===== config.mk =====
export PLATFORM = sky130hd
export DESIGN_NAME = rcf_top
export DESIGN_NICKNAME = d
export VERILOG_FILES = /design/src/logic/rcf_pkg.sv /design/src/logic/rcf_pin_if.sv /design/src/logic/rcf_sync.sv /design/src/logic/rcf_pin_filter.sv /design/src/logic/rcf_top.sv
export VERILOG_INCLUDE_DIRS = /design/src /design/src/logic
export SDC_FILE = /design/constraint.sdc
export NUM_CORES = 1
export LEC_CHECK = 0
export ABC_AREA = 1
export ABC_CLOCK_PERIOD_IN_PS = 1500
export BUFFER_PORTS_ARGS = -buffer_cell sky130_fd_sc_hd__buf_4
export CAP_MARGIN = 10
export CORE_MARGIN = 2
export CORE_UTILIZATION = 46
export DETAILED_ROUTE_END_ITERATION = 12
export PLACE_DENSITY_LB_ADDON = 0.25
export SLEW_MARGIN = 15
export SYNTH_ARGS = -nofsm -noshare
export SYNTH_HDL_FRONTEND = slang
export SYNTH_SLANG_ARGS = --single-unit

===== constraint.sdc =====
create_clock -name clock -period 1.5 [get_ports clock]
set_input_delay 0.075 -clock clock [delete_from_list [all_inputs] [get_ports clock]]
set_output_delay 0.075 -clock clock [all_outputs]
set_load 0.1 [all_outputs]

===== src/logic/rcf_regs.svh =====
`ifndef RCF_REGS_SVH
`define RCF_REGS_SVH
// register indices; byte address is four times the index
`define RCF_IDX_FLAGS 10'h08e
`define RCF_IDX_STATUS 10'h08f
`define RCF_IDX_MASK 10'h090
// flag field positions
`define RCF_BIT_BROWN 0
`define RCF_BIT_POR 1
`define RCF_BIT_PIN 2
`define RCF_BIT_DOG 3
// reset values
`define RCF_FLAGS_RST 2'h0
`define RCF_STATUS_RST 4'h0
`define RCF_MASK_RST 4'h0
// timing: clock rate and least qualified pin pulse
`define RCF_CLK_MHZ 40
`define RCF_FILT_NS 2000
`define RCF_FILT_CYC ((`RCF_FILT_NS * `RCF_CLK_MHZ + 999) / 1000)
`endif


===== src/logic/rcf_pkg.sv =====
`default_nettype none
package rcf_pkg;
  typedef logic [7:0] rcf_byte_t;
  typedef logic [9:0] rcf_index_t;
  typedef logic [3:0] rcf_events_t;
  typedef logic [7:0] rcf_count_t;
  typedef enum logic [1:0] {
    RCF_FILT_IDLE,
    RCF_FILT_COUNT,
    RCF_FILT_HOLD
  } rcf_filt_state_t;
endpackage
`default_nettype wire


===== src/logic/rcf_pin_if.sv =====
`timescale 1ns/1ps
`default_nettype none
// carries the synchronised pin level to the filter and its verdict back
interface rcf_pin_if;
  logic pin_low;
  logic req_level;
  logic req_pulse;
  modport src (output pin_low, input req_level, input req_pulse);
  modport filt (input pin_low, output req_level, output req_pulse);
endinterface
`default_nettype wire


===== src/logic/rcf_sync.sv =====
`timescale 1ns/1ps
`default_nettype none
module rcf_sync #(
  parameter int W = 3
) (
  input wire logic clock,
  input wire logic rst,
  input wire logic [W-1:0] async_in,
  output logic [W-1:0] sync_out
);
  import rcf_pkg::*;
  logic [W-1:0] meta_q;
  // two flops per bit; meta_q feeds only the second stage
  genvar i;
  generate
    for (i = 0; i < W; i++) begin : g_bit
      always_ff @(posedge clock) begin
        if (rst) begin
          meta_q[i] <= 1'b0;
          sync_out[i] <= 1'b0;
        end else begin
          meta_q[i] <= async_in[i];
          sync_out[i] <= meta_q[i];
        end
      end
    end
  endgenerate
endmodule // rcf_sync
`default_nettype wire


===== src/logic/rcf_pin_filter.sv =====
`timescale 1ns/1ps
`default_nettype none
`include "rcf_regs.svh"
module rcf_pin_filter (
  input wire logic clock,
  input wire logic rst,
  rcf_pin_if.filt pin
);
  import rcf_pkg::*;
  localparam rcf_count_t FILT_CYC = rcf_count_t'(`RCF_FILT_CYC);
  rcf_filt_state_t state_q;
  rcf_count_t cnt_q;
  // a low pulse counts only once it has lasted the whole filter time
  always_ff @(posedge clock) begin
    if (rst) begin
      state_q <= RCF_FILT_IDLE;
      cnt_q <= 8'h00;
      pin.req_level <= 1'b0;
      pin.req_pulse <= 1'b0;
    end else begin
      pin.req_pulse <= 1'b0;
      case (state_q)
        RCF_FILT_IDLE: begin
          cnt_q <= 8'h00;
          if (pin.pin_low) begin
            state_q <= RCF_FILT_COUNT;
            cnt_q <= 8'h01;
          end
        end
        RCF_FILT_COUNT: begin
          if (!pin.pin_low) begin
            state_q <= RCF_FILT_IDLE; // short glitch dropped
            cnt_q <= 8'h00;
          end else if (cnt_q == FILT_CYC) begin
            state_q <= RCF_FILT_HOLD;
            pin.req_level <= 1'b1;
            pin.req_pulse <= 1'b1;
          end else begin
            cnt_q <= cnt_q + 8'h01;
          end
        end
        RCF_FILT_HOLD: begin
          if (!pin.pin_low) begin
            state_q <= RCF_FILT_IDLE;
            pin.req_level <= 1'b0;
          end
        end
        default: state_q <= RCF_FILT_IDLE;
      endcase
    end
  end
  a_filter_qualify: assert property (@(posedge clock) disable iff (rst)
    $rose(pin.req_level) |-> $past(cnt_q) == FILT_CYC && $past(pin.pin_low))
    else $error("pin request without a full-length low pulse");
  c_filter_glitch: cover property (@(posedge clock) disable iff (rst)
    state_q == RCF_FILT_COUNT ##1 state_q == RCF_FILT_IDLE);
endmodule // rcf_pin_filter
`default_nettype wire


===== src/logic/rcf_top.sv =====
// Decided for this implementation: register access over Wishbone.
`timescale 1ns/1ps
`default_nettype none
`include "rcf_regs.svh"
module rcf_top (
  input wire logic clock,
  input wire logic rst,
  input wire logic wb_cyc_i,
  input wire logic wb_stb_i,
  input wire logic wb_we_i,
  input wire logic [11:0] wb_adr_i,
  input wire logic [3:0] wb_sel_i,
  input wire logic [31:0] wb_dat_i,
  output logic [31:0] wb_dat_o,
  output logic wb_ack_o,
  input wire logic external_reset_pin_n,
  input wire logic brownout_event,
  input wire logic brownout_detect_enable,
  input wire logic watchdog_timer_reset,
  output logic external_reset_req,
  output logic power_on_flag,
  output logic brownout_flag,
  output logic irq
);
  import rcf_pkg::*;

  // index decode, used by read and write paths
  function automatic logic hit(input rcf_index_t idx, input rcf_index_t reg_idx);
    hit = (idx == reg_idx);
  endfunction

  rcf_pin_if pin_bus ();
  logic [2:0] async_in;
  logic [2:0] sync_q;
  logic pin_low_s;
  logic brown_level_s;
  logic bod_en_s;
  logic brown_level_q;
  logic boot_q;
  logic brown_evt;
  logic por_evt;
  logic ack_d;
  logic wr_now;
  logic rd_hit_flags;
  rcf_index_t idx;
  logic [1:0] flags_q;
  logic [1:0] flags_d;
  rcf_events_t status_q;
  rcf_events_t status_d;
  rcf_events_t mask_q;
  rcf_events_t events;
  rcf_byte_t rd_byte;

  // the reset pin, the brown-out input and the config strap cross two flops first; the watchdog input does not
  assign async_in = {brownout_detect_enable, brownout_event, ~external_reset_pin_n};
  rcf_sync #(.W(3)) u_sync (
    .clock(clock),
    .rst(rst),
    .async_in(async_in),
    .sync_out(sync_q)
  );
  assign pin_low_s = sync_q[0];
  assign brown_level_s = sync_q[1];
  assign bod_en_s = sync_q[2];
  assign pin_bus.pin_low = pin_low_s;

  // pin qualification lives in its own module
  rcf_pin_filter u_filter (
    .clock(clock),
    .rst(rst),
    .pin(pin_bus.filt)
  );

  // rising edge of the synchronised brown-out level
  always_ff @(posedge clock) begin
    if (rst) begin
      brown_level_q <= 1'b0;
    end else begin
      brown_level_q <= brown_level_s;
    end
  end
  // a brown-out only counts while detection is on
  assign brown_evt = brown_level_s && !brown_level_q && bod_en_s;

  // rst is the power-on reset; boot_q marks the first cycle after it
  always_ff @(posedge clock) begin
    if (rst) begin
      boot_q <= 1'b1;
    end else begin
      boot_q <= 1'b0;
    end
  end
  assign por_evt = boot_q;

  // bus decode; write lands on the edge where the master sees ack
  assign idx = wb_adr_i[11:2];
  assign ack_d = wb_cyc_i && wb_stb_i && !wb_ack_o;
  assign wr_now = wb_cyc_i && wb_stb_i && wb_we_i && wb_ack_o && wb_sel_i[0];
  assign rd_hit_flags = hit(idx, `RCF_IDX_FLAGS);

  // flag next value: software sets or clears, a brown-out clears
  always_comb begin
    flags_d = flags_q;
    if (wr_now && hit(idx, `RCF_IDX_FLAGS)) begin
      flags_d = wb_dat_i[1:0]; // upper bits dropped
    end
    // hardware clear wins over a write in the same cycle
    if (brown_evt) begin
      flags_d[`RCF_BIT_BROWN] = 1'b0;
    end
    // pin and watchdog events deliberately absent here
  end

  // reset value 0 marks the power-on; brown-out bit is don't-care then
  always_ff @(posedge clock) begin
    if (rst) begin
      flags_q <= `RCF_FLAGS_RST;
    end else begin
      flags_q <= flags_d;
    end
  end

  // one sticky status bit per reset cause
  assign events = {watchdog_timer_reset, pin_bus.req_pulse, por_evt, brown_evt};
  always_comb begin
    status_d = status_q;
    if (wr_now && hit(idx, `RCF_IDX_STATUS)) begin
      status_d = status_q & ~wb_dat_i[3:0];
    end
    status_d = status_d | events; // set beats write-one-clear
  end
  always_ff @(posedge clock) begin
    if (rst) begin
      status_q <= `RCF_STATUS_RST;
    end else begin
      status_q <= status_d;
    end
  end

  // interrupt mask, same layout as status
  always_ff @(posedge clock) begin
    if (rst) begin
      mask_q <= `RCF_MASK_RST;
    end else if (wr_now && hit(idx, `RCF_IDX_MASK)) begin
      mask_q <= wb_dat_i[3:0];
    end
  end

  // read mux; unmapped indices answer zero rather than stalling the bus
  always_comb begin
    rd_byte = 8'h00;
    if (rd_hit_flags) begin
      rd_byte = {6'h00, flags_q};
    end else if (hit(idx, `RCF_IDX_STATUS)) begin
      rd_byte = {4'h0, status_q};
    end else if (hit(idx, `RCF_IDX_MASK)) begin
      rd_byte = {4'h0, mask_q};
    end
  end

  // ack one cycle after the request, dropped the cycle after
  always_ff @(posedge clock) begin
    if (rst) begin
      wb_ack_o <= 1'b0;
      wb_dat_o <= 32'h0000_0000;
    end else begin
      wb_ack_o <= ack_d;
      wb_dat_o <= ack_d ? {24'h00_0000, rd_byte} : 32'h0000_0000;
    end
  end

  // registered outputs; irq lags status by one cycle
  always_ff @(posedge clock) begin
    if (rst) begin
      irq <= 1'b0;
      external_reset_req <= 1'b0;
      power_on_flag <= 1'b0;
      brownout_flag <= 1'b0;
    end else begin
      irq <= |(status_q & mask_q);
      external_reset_req <= pin_bus.req_level;
      power_on_flag <= flags_q[`RCF_BIT_POR];
      brownout_flag <= flags_q[`RCF_BIT_BROWN];
    end
  end

  a_por_flag_low: assert property (@(posedge clock)
    $fell(rst) |-> flags_q[`RCF_BIT_POR] == 1'b0 && status_d[`RCF_BIT_POR])
    else $error("power-on flag not low after reset");

  a_brown_flag_clear: assert property (@(posedge clock) disable iff (rst)
    brown_evt |=> flags_q[`RCF_BIT_BROWN] == 1'b0 ##1 brownout_flag == 1'b0)
    else $error("brown-out did not clear its flag");

  a_flag_write_set: assert property (@(posedge clock) disable iff (rst)
    wr_now && hit(idx, `RCF_IDX_FLAGS) && wb_dat_i[1] && !brown_evt
    |=> flags_q == {1'b1, $past(wb_dat_i[0])})
    else $error("software write did not set the flags");

  a_upper_zero: assert property (@(posedge clock) disable iff (rst)
    wb_ack_o && $past(rd_hit_flags) |-> wb_dat_o[31:2] == 30'h0000_0000)
    else $error("unimplemented bits read nonzero");

  a_flags_mapped: assert property (@(posedge clock) disable iff (rst)
    ack_d && rd_hit_flags && !brown_evt && !wr_now |=> wb_dat_o[1:0] == $past(flags_q))
    else $error("reset-cause register not at its index");

  a_other_keep: assert property (@(posedge clock) disable iff (rst)
    (watchdog_timer_reset || pin_bus.req_pulse) && !brown_evt && !wr_now |=> $stable(flags_q))
    else $error("pin or watchdog reset changed the flags");

  a_bod_disabled: assert property (@(posedge clock) disable iff (rst)
    !bod_en_s && !wr_now |=> $stable(flags_q[`RCF_BIT_BROWN]))
    else $error("brown-out flag moved with detection off");

  a_cause_sticky: assert property (@(posedge clock) disable iff (rst)
    watchdog_timer_reset |=> status_q[`RCF_BIT_DOG] ##1 (irq || !$past(mask_q[`RCF_BIT_DOG])))
    else $error("watchdog cause not recorded");

  a_ack_single: assert property (@(posedge clock) disable iff (rst)
    wb_ack_o |=> !wb_ack_o)
    else $error("ack held for more than one cycle");

  c_brown_seen: cover property (@(posedge clock) disable iff (rst)
    brown_evt ##1 !flags_q[`RCF_BIT_BROWN]);
  c_sw_restore: cover property (@(posedge clock) disable iff (rst)
    wr_now && hit(idx, `RCF_IDX_FLAGS) ##1 flags_q == 2'h3);
  c_pin_reset: cover property (@(posedge clock) disable iff (rst)
    $rose(external_reset_req));
  c_irq_fire: cover property (@(posedge clock) disable iff (rst)
    $rose(irq));
endmodule // rcf_top
`default_nettype wire


## Word level (Yosys, flattened, before mapping)

Index checks and enable logic that the tools add are counted.

- $add $sub $neg: 1
- Equality and inequality tests: 12
- Mux-type cells: 19
- Bitwise operators: 8
- Reduce and logical (&&, ||, !) cells: 24

Operator list:

| operator | number |
|---|---|
| == test 10 x 8 -> 1 bit, second input constant | 3 |
| two-way mux 8 bit | 2 |
| one-hot mux 8 bit (2 select lines) | 1 |
| two-way mux 4 bit | 3 |
| logical AND 1 bit | 10 |
| two-way mux 2 bit | 5 |
| adder 8 x 1 -> 8 bit, second input constant | 1 |
| AND 4 bit | 2 |
| == test 8 x 7 -> 1 bit, second input constant | 1 |
| OR reduction 4 bit | 2 |
| two-way mux 1 bit | 6 |
| != test 2 bit, second input constant | 3 |
| one-hot mux 2 bit (3 select lines) | 1 |
| OR reduction 3 bit | 2 |
| inverter 1 bit | 4 |
| inverter 4 bit | 1 |
| OR 4 bit | 1 |
| AND reduction 4 bit | 1 |
| nonzero test 2 bit | 2 |
| OR reduction 2 bit | 2 |
| != test 3 x 2 -> 1 bit, second input constant | 1 |
| != test 3 bit, second input constant | 1 |
| AND reduction 3 bit | 1 |
| == test 2 x 1 -> 1 bit, second input constant | 1 |
| 6 further kinds | 7 |

- Register bits after elaboration: 67
- Input port bits: 57
- Output and inout bits: 37

## Longest topological paths before layout

- Word-level depth: 7
- Gate-level depth with buffers: 9
- Depth with buffers taken out: 9

## By module

Synthesis repeated with hierarchy kept, for this count alone.

- Cell total of the unflattened synthesis: 291
- Area total of the unflattened synthesis: 2177.1 µm²

By module, submodules not included:

| module | instances | cells each | area each (µm²) | seq. area each (µm²) |
|---|---|---|---|---|
| rcf_top | 1 | 166 | 1201.2 | 420.4 |
| rcf_pin_filter | 1 | 107 | 810.8 | 240.2 |
| rcf_sync | 1 | 18 | 165.2 | 120.1 |

## Worst setup path after synthesis

No wires, ideal clock.

- Path kind: reg2reg
- Start: reg wb_ack_o
- End: reg mask_q[0]
- Setup time: 0.113 ns
- Data arrival time: 1.700 ns
- Data required time: 1.387 ns
- Slack: -0.313 ns
- Cell stages (with the launch flop): 6
- Buffers on the path: 0
- Period minus slack after synthesis: 1.813 ns
- Cells stage by stage: dfxtp_1 > nand3_1 > nor2_2 > nand3_4 > nor2_1 > nor2_1

- Cells in the longest elaborated chain, start to end: 3

Ends and longest elaborated chain:

| what | line | RTL |
|---|---|---|
| from (decl) | rcf_top.sv:15 | `output logic wb_ack_o,` |
| from (signal assigned) | rcf_top.sv:167 | `wb_ack_o <= ack_d;` |
| logical AND 1 bit (2 in a row) | rcf_top.sv:98 | `assign wr_now = wb_cyc_i && wb_stb_i && wb_we_i && wb_ack_o && wb_sel_i[0];` |
| logical AND 1 bit | rcf_top.sv:144 | `` end else if (wr_now && hit(idx, `RCF_IDX_MASK)) begin `` |
| to (signal assigned) | rcf_top.sv:143 | `` mask_q <= `RCF_MASK_RST; `` |
| to (signal assigned) | rcf_top.sv:145 | `mask_q <= wb_dat_i[3:0];` |
| to (decl) | rcf_top.sv:50 | `rcf_events_t mask_q;` |

Every way passes these cells.
A chain may end at the register's enable or synchronous reset.

## Worst setup path after layout

- Start: reg u_filter.cnt_q[0]
- End: reg u_filter.cnt_q[1]

- Cells in the longest elaborated chain, start to end: 4
- Elaborated cells on any way between the ends: 7
- Those cells by class: 1 x add/sub; 2 x eq/ne; 3 x mux; 1 x reduce/logical

Ends and longest elaborated chain:

| what | line | RTL |
|---|---|---|
| from (decl) | rcf_pin_filter.sv:12 | `rcf_count_t cnt_q;` |
| from (signal assigned) | rcf_pin_filter.sv:39 | `cnt_q <= cnt_q + 8'h01;` |
| adder 8 x 1 -> 8 bit | rcf_pin_filter.sv:39 |  |
| two-way mux 8 bit | rcf_pin_filter.sv:34 | `end else if (cnt_q == FILT_CYC) begin` |
| two-way mux 8 bit | rcf_pin_filter.sv:31 | `if (!pin.pin_low) begin` |
| one-hot mux 8 bit (2 select lines) | rcf_pin_filter.sv:22 | `case (state_q)` |

Several ways; a longest one is shown, not always the timed one. The select of a mux whose other input is x is not followed.

==> flow_summary.json <==
{
  "multi_input_area_sq_um": 948.4,
  "die-area_sq_um": 4901,
  "crit_fanout": 8,
  "clock_path_buffers": 2,
  "fmax_mhz": 739.5,
  "min_from": "wb_dat_i[0]",
  "worstHoldEndpoint": "mask_q[0]",
  "rsz0062_at_grt": "no",
  "hold_class": "primary input to flop",
  "fin_ws_ns": 0.1478,
  "n_antenna_cell": 0,
  "area_delta_synth_final_pct": 16.85,
  "ys_types": 27,
  "pre_cts_ws_ns": 0.04122,
  "reg2reg_from": "u_filter.cnt_q[0]",
  "postSynthAreaPerCell_sq_um": 6.936,
  "yosysWarnings": 0,
  "dp_hpwl_microns": 2817,
  "seq_area_frac_synth": 0.3895,
  "grt_start_max_net_pins": 26,
  "start_kind": "flop",
  "clkPwrFrac": 0.309,
  "start_util": 0.4701,
  "holdWs_ns": 0.02630,
  "wl_microns": 3671,
  "synth.ff_latch_count": 39,
  "n_fill_cell": 415,
  "overflow": 0,
  "synth.area.top_cells": "dfxtp_1 (39%), nand2_1 (11%), buf_4 (10%)",
  "fin_skew_ns": 0.005037,
  "coreArea_sq_um": 4264,
  "crit_type": "flop to flop",
  "p_leak_uw": 0.001065,
  "nets": 389,
  "avgRoutedWirePerCell_microns": 9.585,
  "intPower_uw": 1444,
  "h-tree-depth": 2,
  "power.share.switching": 0.3398,
  "r2r-end": "u_filter.cnt_q[1]",
  "die_w_microns": 70.01,
  "final-seq-area_sq_um": 782.0,
  "reg2reg_slack_ns": 0.15,
  "pwr_density_cell_nw_per_um2": 933.8,
  "clk_latency_ns": 0.29,
  "synth_area_sq_um": 2004,
  "vias": 1722,
  "synth_top_area_share": 0.3895,
  "syn_inst": 289,
  "reg2reg_depth": 9,
  "remaining_drc_errors": 0,
  "critPathCaptureType": "flop",
  "io_pins": 94,
  "numCtsBuffers": 5,
  "required_ns": 1.69,
  "root_buffer": "clkbuf_8",
  "drv_slew": 0,
  "grt_pass1_wl_microns": 6237,
  "comb_power_share": 0.206,
  "port_buffers": 32,
  "drive_gt1_frac": 0.1934,
  "cp.arrival_ns": 1.54,
  "vdd_drop_max_mv": 0.6302,
  "cts_setup_buffers": 0,
  "final_common_cell": "nand2_1",
  "gp_congestion": 0.8166,
  "most-common-layout-cells": "nand2_1 (60), nor2_1 (44), inv_1 (38), dfxtp_1 (38), buf_4 (34)",
  "min_period_ns": 1.352,
  "outcome": "finished, final reports clean",
  "antenna_found_initial": 0,
  "p_switching_uw": 743.3,
  "tritoncts": "yes",
  "setup_tns_ns": 0,
  "cts_sinks": 39,
  "post-route-period-util": 0.9015,
  "setup_viol": 0,
  "max_cap_viol_count": 0,
  "drt_iter0_drc": 63,
  "grtUsageTotal": 0.1578,
  "antenna_left": 0,
  "first_pass_iters": 4,
  "synth_top_cell_by_area": "dfxtp_1",
  "routed_via_density": 4.496,
  "worstHoldPathCells": 3,
  "grt_pass1_vias": 1547,
  "clkTransAtPathRegs_ns": 0.07,
  "hold_viol_final": 0,
  "die_h_microns": 70.01,
  "seqPwrFrac": 0.485,
  "row_count": 24
}
## how the worst max path moves through the flow
stage | start | endpoint | slack [ns]
after floorplan | wb_ack_o | mask_q[0] | 0.03
after global placement | u_filter.cnt_q[0] | u_filter.cnt_q[1] | 0.08
after detailed placement | u_filter.cnt_q[0] | u_filter.cnt_q[1] | 0.04
after CTS | u_filter.cnt_q[0] | u_filter.cnt_q[1] | 0.04
after global routing | u_filter.cnt_q[0] | u_filter.cnt_q[5] | 0.02
final | u_filter.cnt_q[0] | u_filter.cnt_q[1] | 0.15
## metrics by stage
step	total power (uW)	cells	utilization	area [sq um]
after floorplan	1511	316	-	2107
after global placement	1526	372	0.5182	2210
after detailed placement	1528	372	0.5182	2210
after CTS	2224	383	0.5452	2325
after global routing	2297	383	0.5493	2342
final	2187	383	0.5493	2342
## state kept, by name, summed over array words and instances (netlist names)
register                count
u_filter.state_q            2
wb_dat_o                    4
u_sync.sync_out             3
brownout_flag               1
u_filter.pin.req_level      1
status_q                    4
brown_level_q               1
external_reset_req          1
power_on_flag               1
wb_ack_o                    1
irq                         1
mask_q                      4
flags_q                     2
boot_q                      1
u_filter.cnt_q              8
u_sync.meta_q               3
u_filter.pin.req_pulse      1
## cells by family (layout without fill, tap and decap cells)
| kind of cell | Yosys count | count (layout) | share of synthesized area |
|---|---|---|---|
| AND/OR/NAND/NOR | 146 | 146 | 0.3333 |
| buffers and inverters | 77 | 92 | 0.1966 |
| flip-flops | 39 | 39 | 0.3895 |
| AO/OA/AOI/OAI | 24 | 24 | 0.06617 |
| adder cells (fa/ha/maj) | 2 | 2 | 0.01248 |
| other | 1 | 28 | 0.001871 |
## layout make-up
type                            instances  share of cell area
Clock inverter                          2            0.005342
Inverter                               47             0.07532
Multi-Input combinational cell        200              0.4049
Timing Repair Buffer                   37              0.1218
Clock buffer                            6             0.03098
Tap cell                               52             0.02778
Sequential cell                        39              0.3339
## power groups by stage
stage,combinational [uW],sequential (uW),clock [uW]
6_report,451,1060,675
5_1_grt,470,1060,765
4_1_cts,450,1060,713
3_5_place_dp,444,1080,0
3_3_place_gp,442,1080,0
2_1_floorplan,419,1090,0
## synth_stat cells
cell type / n
a21oi_1: 12
a31oi_1: 1
a41oi_1: 1
buf_4: 28
clkbuf_1: 2
conb_1: 1
dfxtp_1: 39
ha_1: 2
inv_1: 38
inv_2: 9
nand2_1: 60
nand2_2: 2
nand3_1: 15
nand3_2: 1
nand3_4: 1
nand3b_1: 1
nand4_1: 10
nor2_1: 44
nor2_2: 5
nor3_1: 2
nor3_2: 2
nor3_4: 1
o211ai_1: 3
o21ai_0: 3
o21ai_1: 4
or2_1: 1
or2_4: 1
## layer usage
metal  part of all wire  GRT usage
met5                  0          0
met4              0.015    0.05128
met3              0.063    0.05339
met2               0.48     0.2794
met1               0.44     0.1774
## worst max-delay path: stages (launching register included)
cell     delay, ns
dfxtp_1       0.35
inv_1         0.09
ha_1          0.15
nand2_1       0.08
nor2_4        0.16
nand3_4       0.12
nand2_4       0.13
nand2_1       0.06
o21ai_1       0.07
nor2_1        0.05
## what timing repair did
item / 4_1_cts / 5_1_grt
setup endpoints to repair: 0 / 6
hold buffers: 3 / 0
resized for setup: 0 / 3
endpoints found under the hold margin: 3 / 0
No activity file was read; power rests on OpenSTA's default activity.
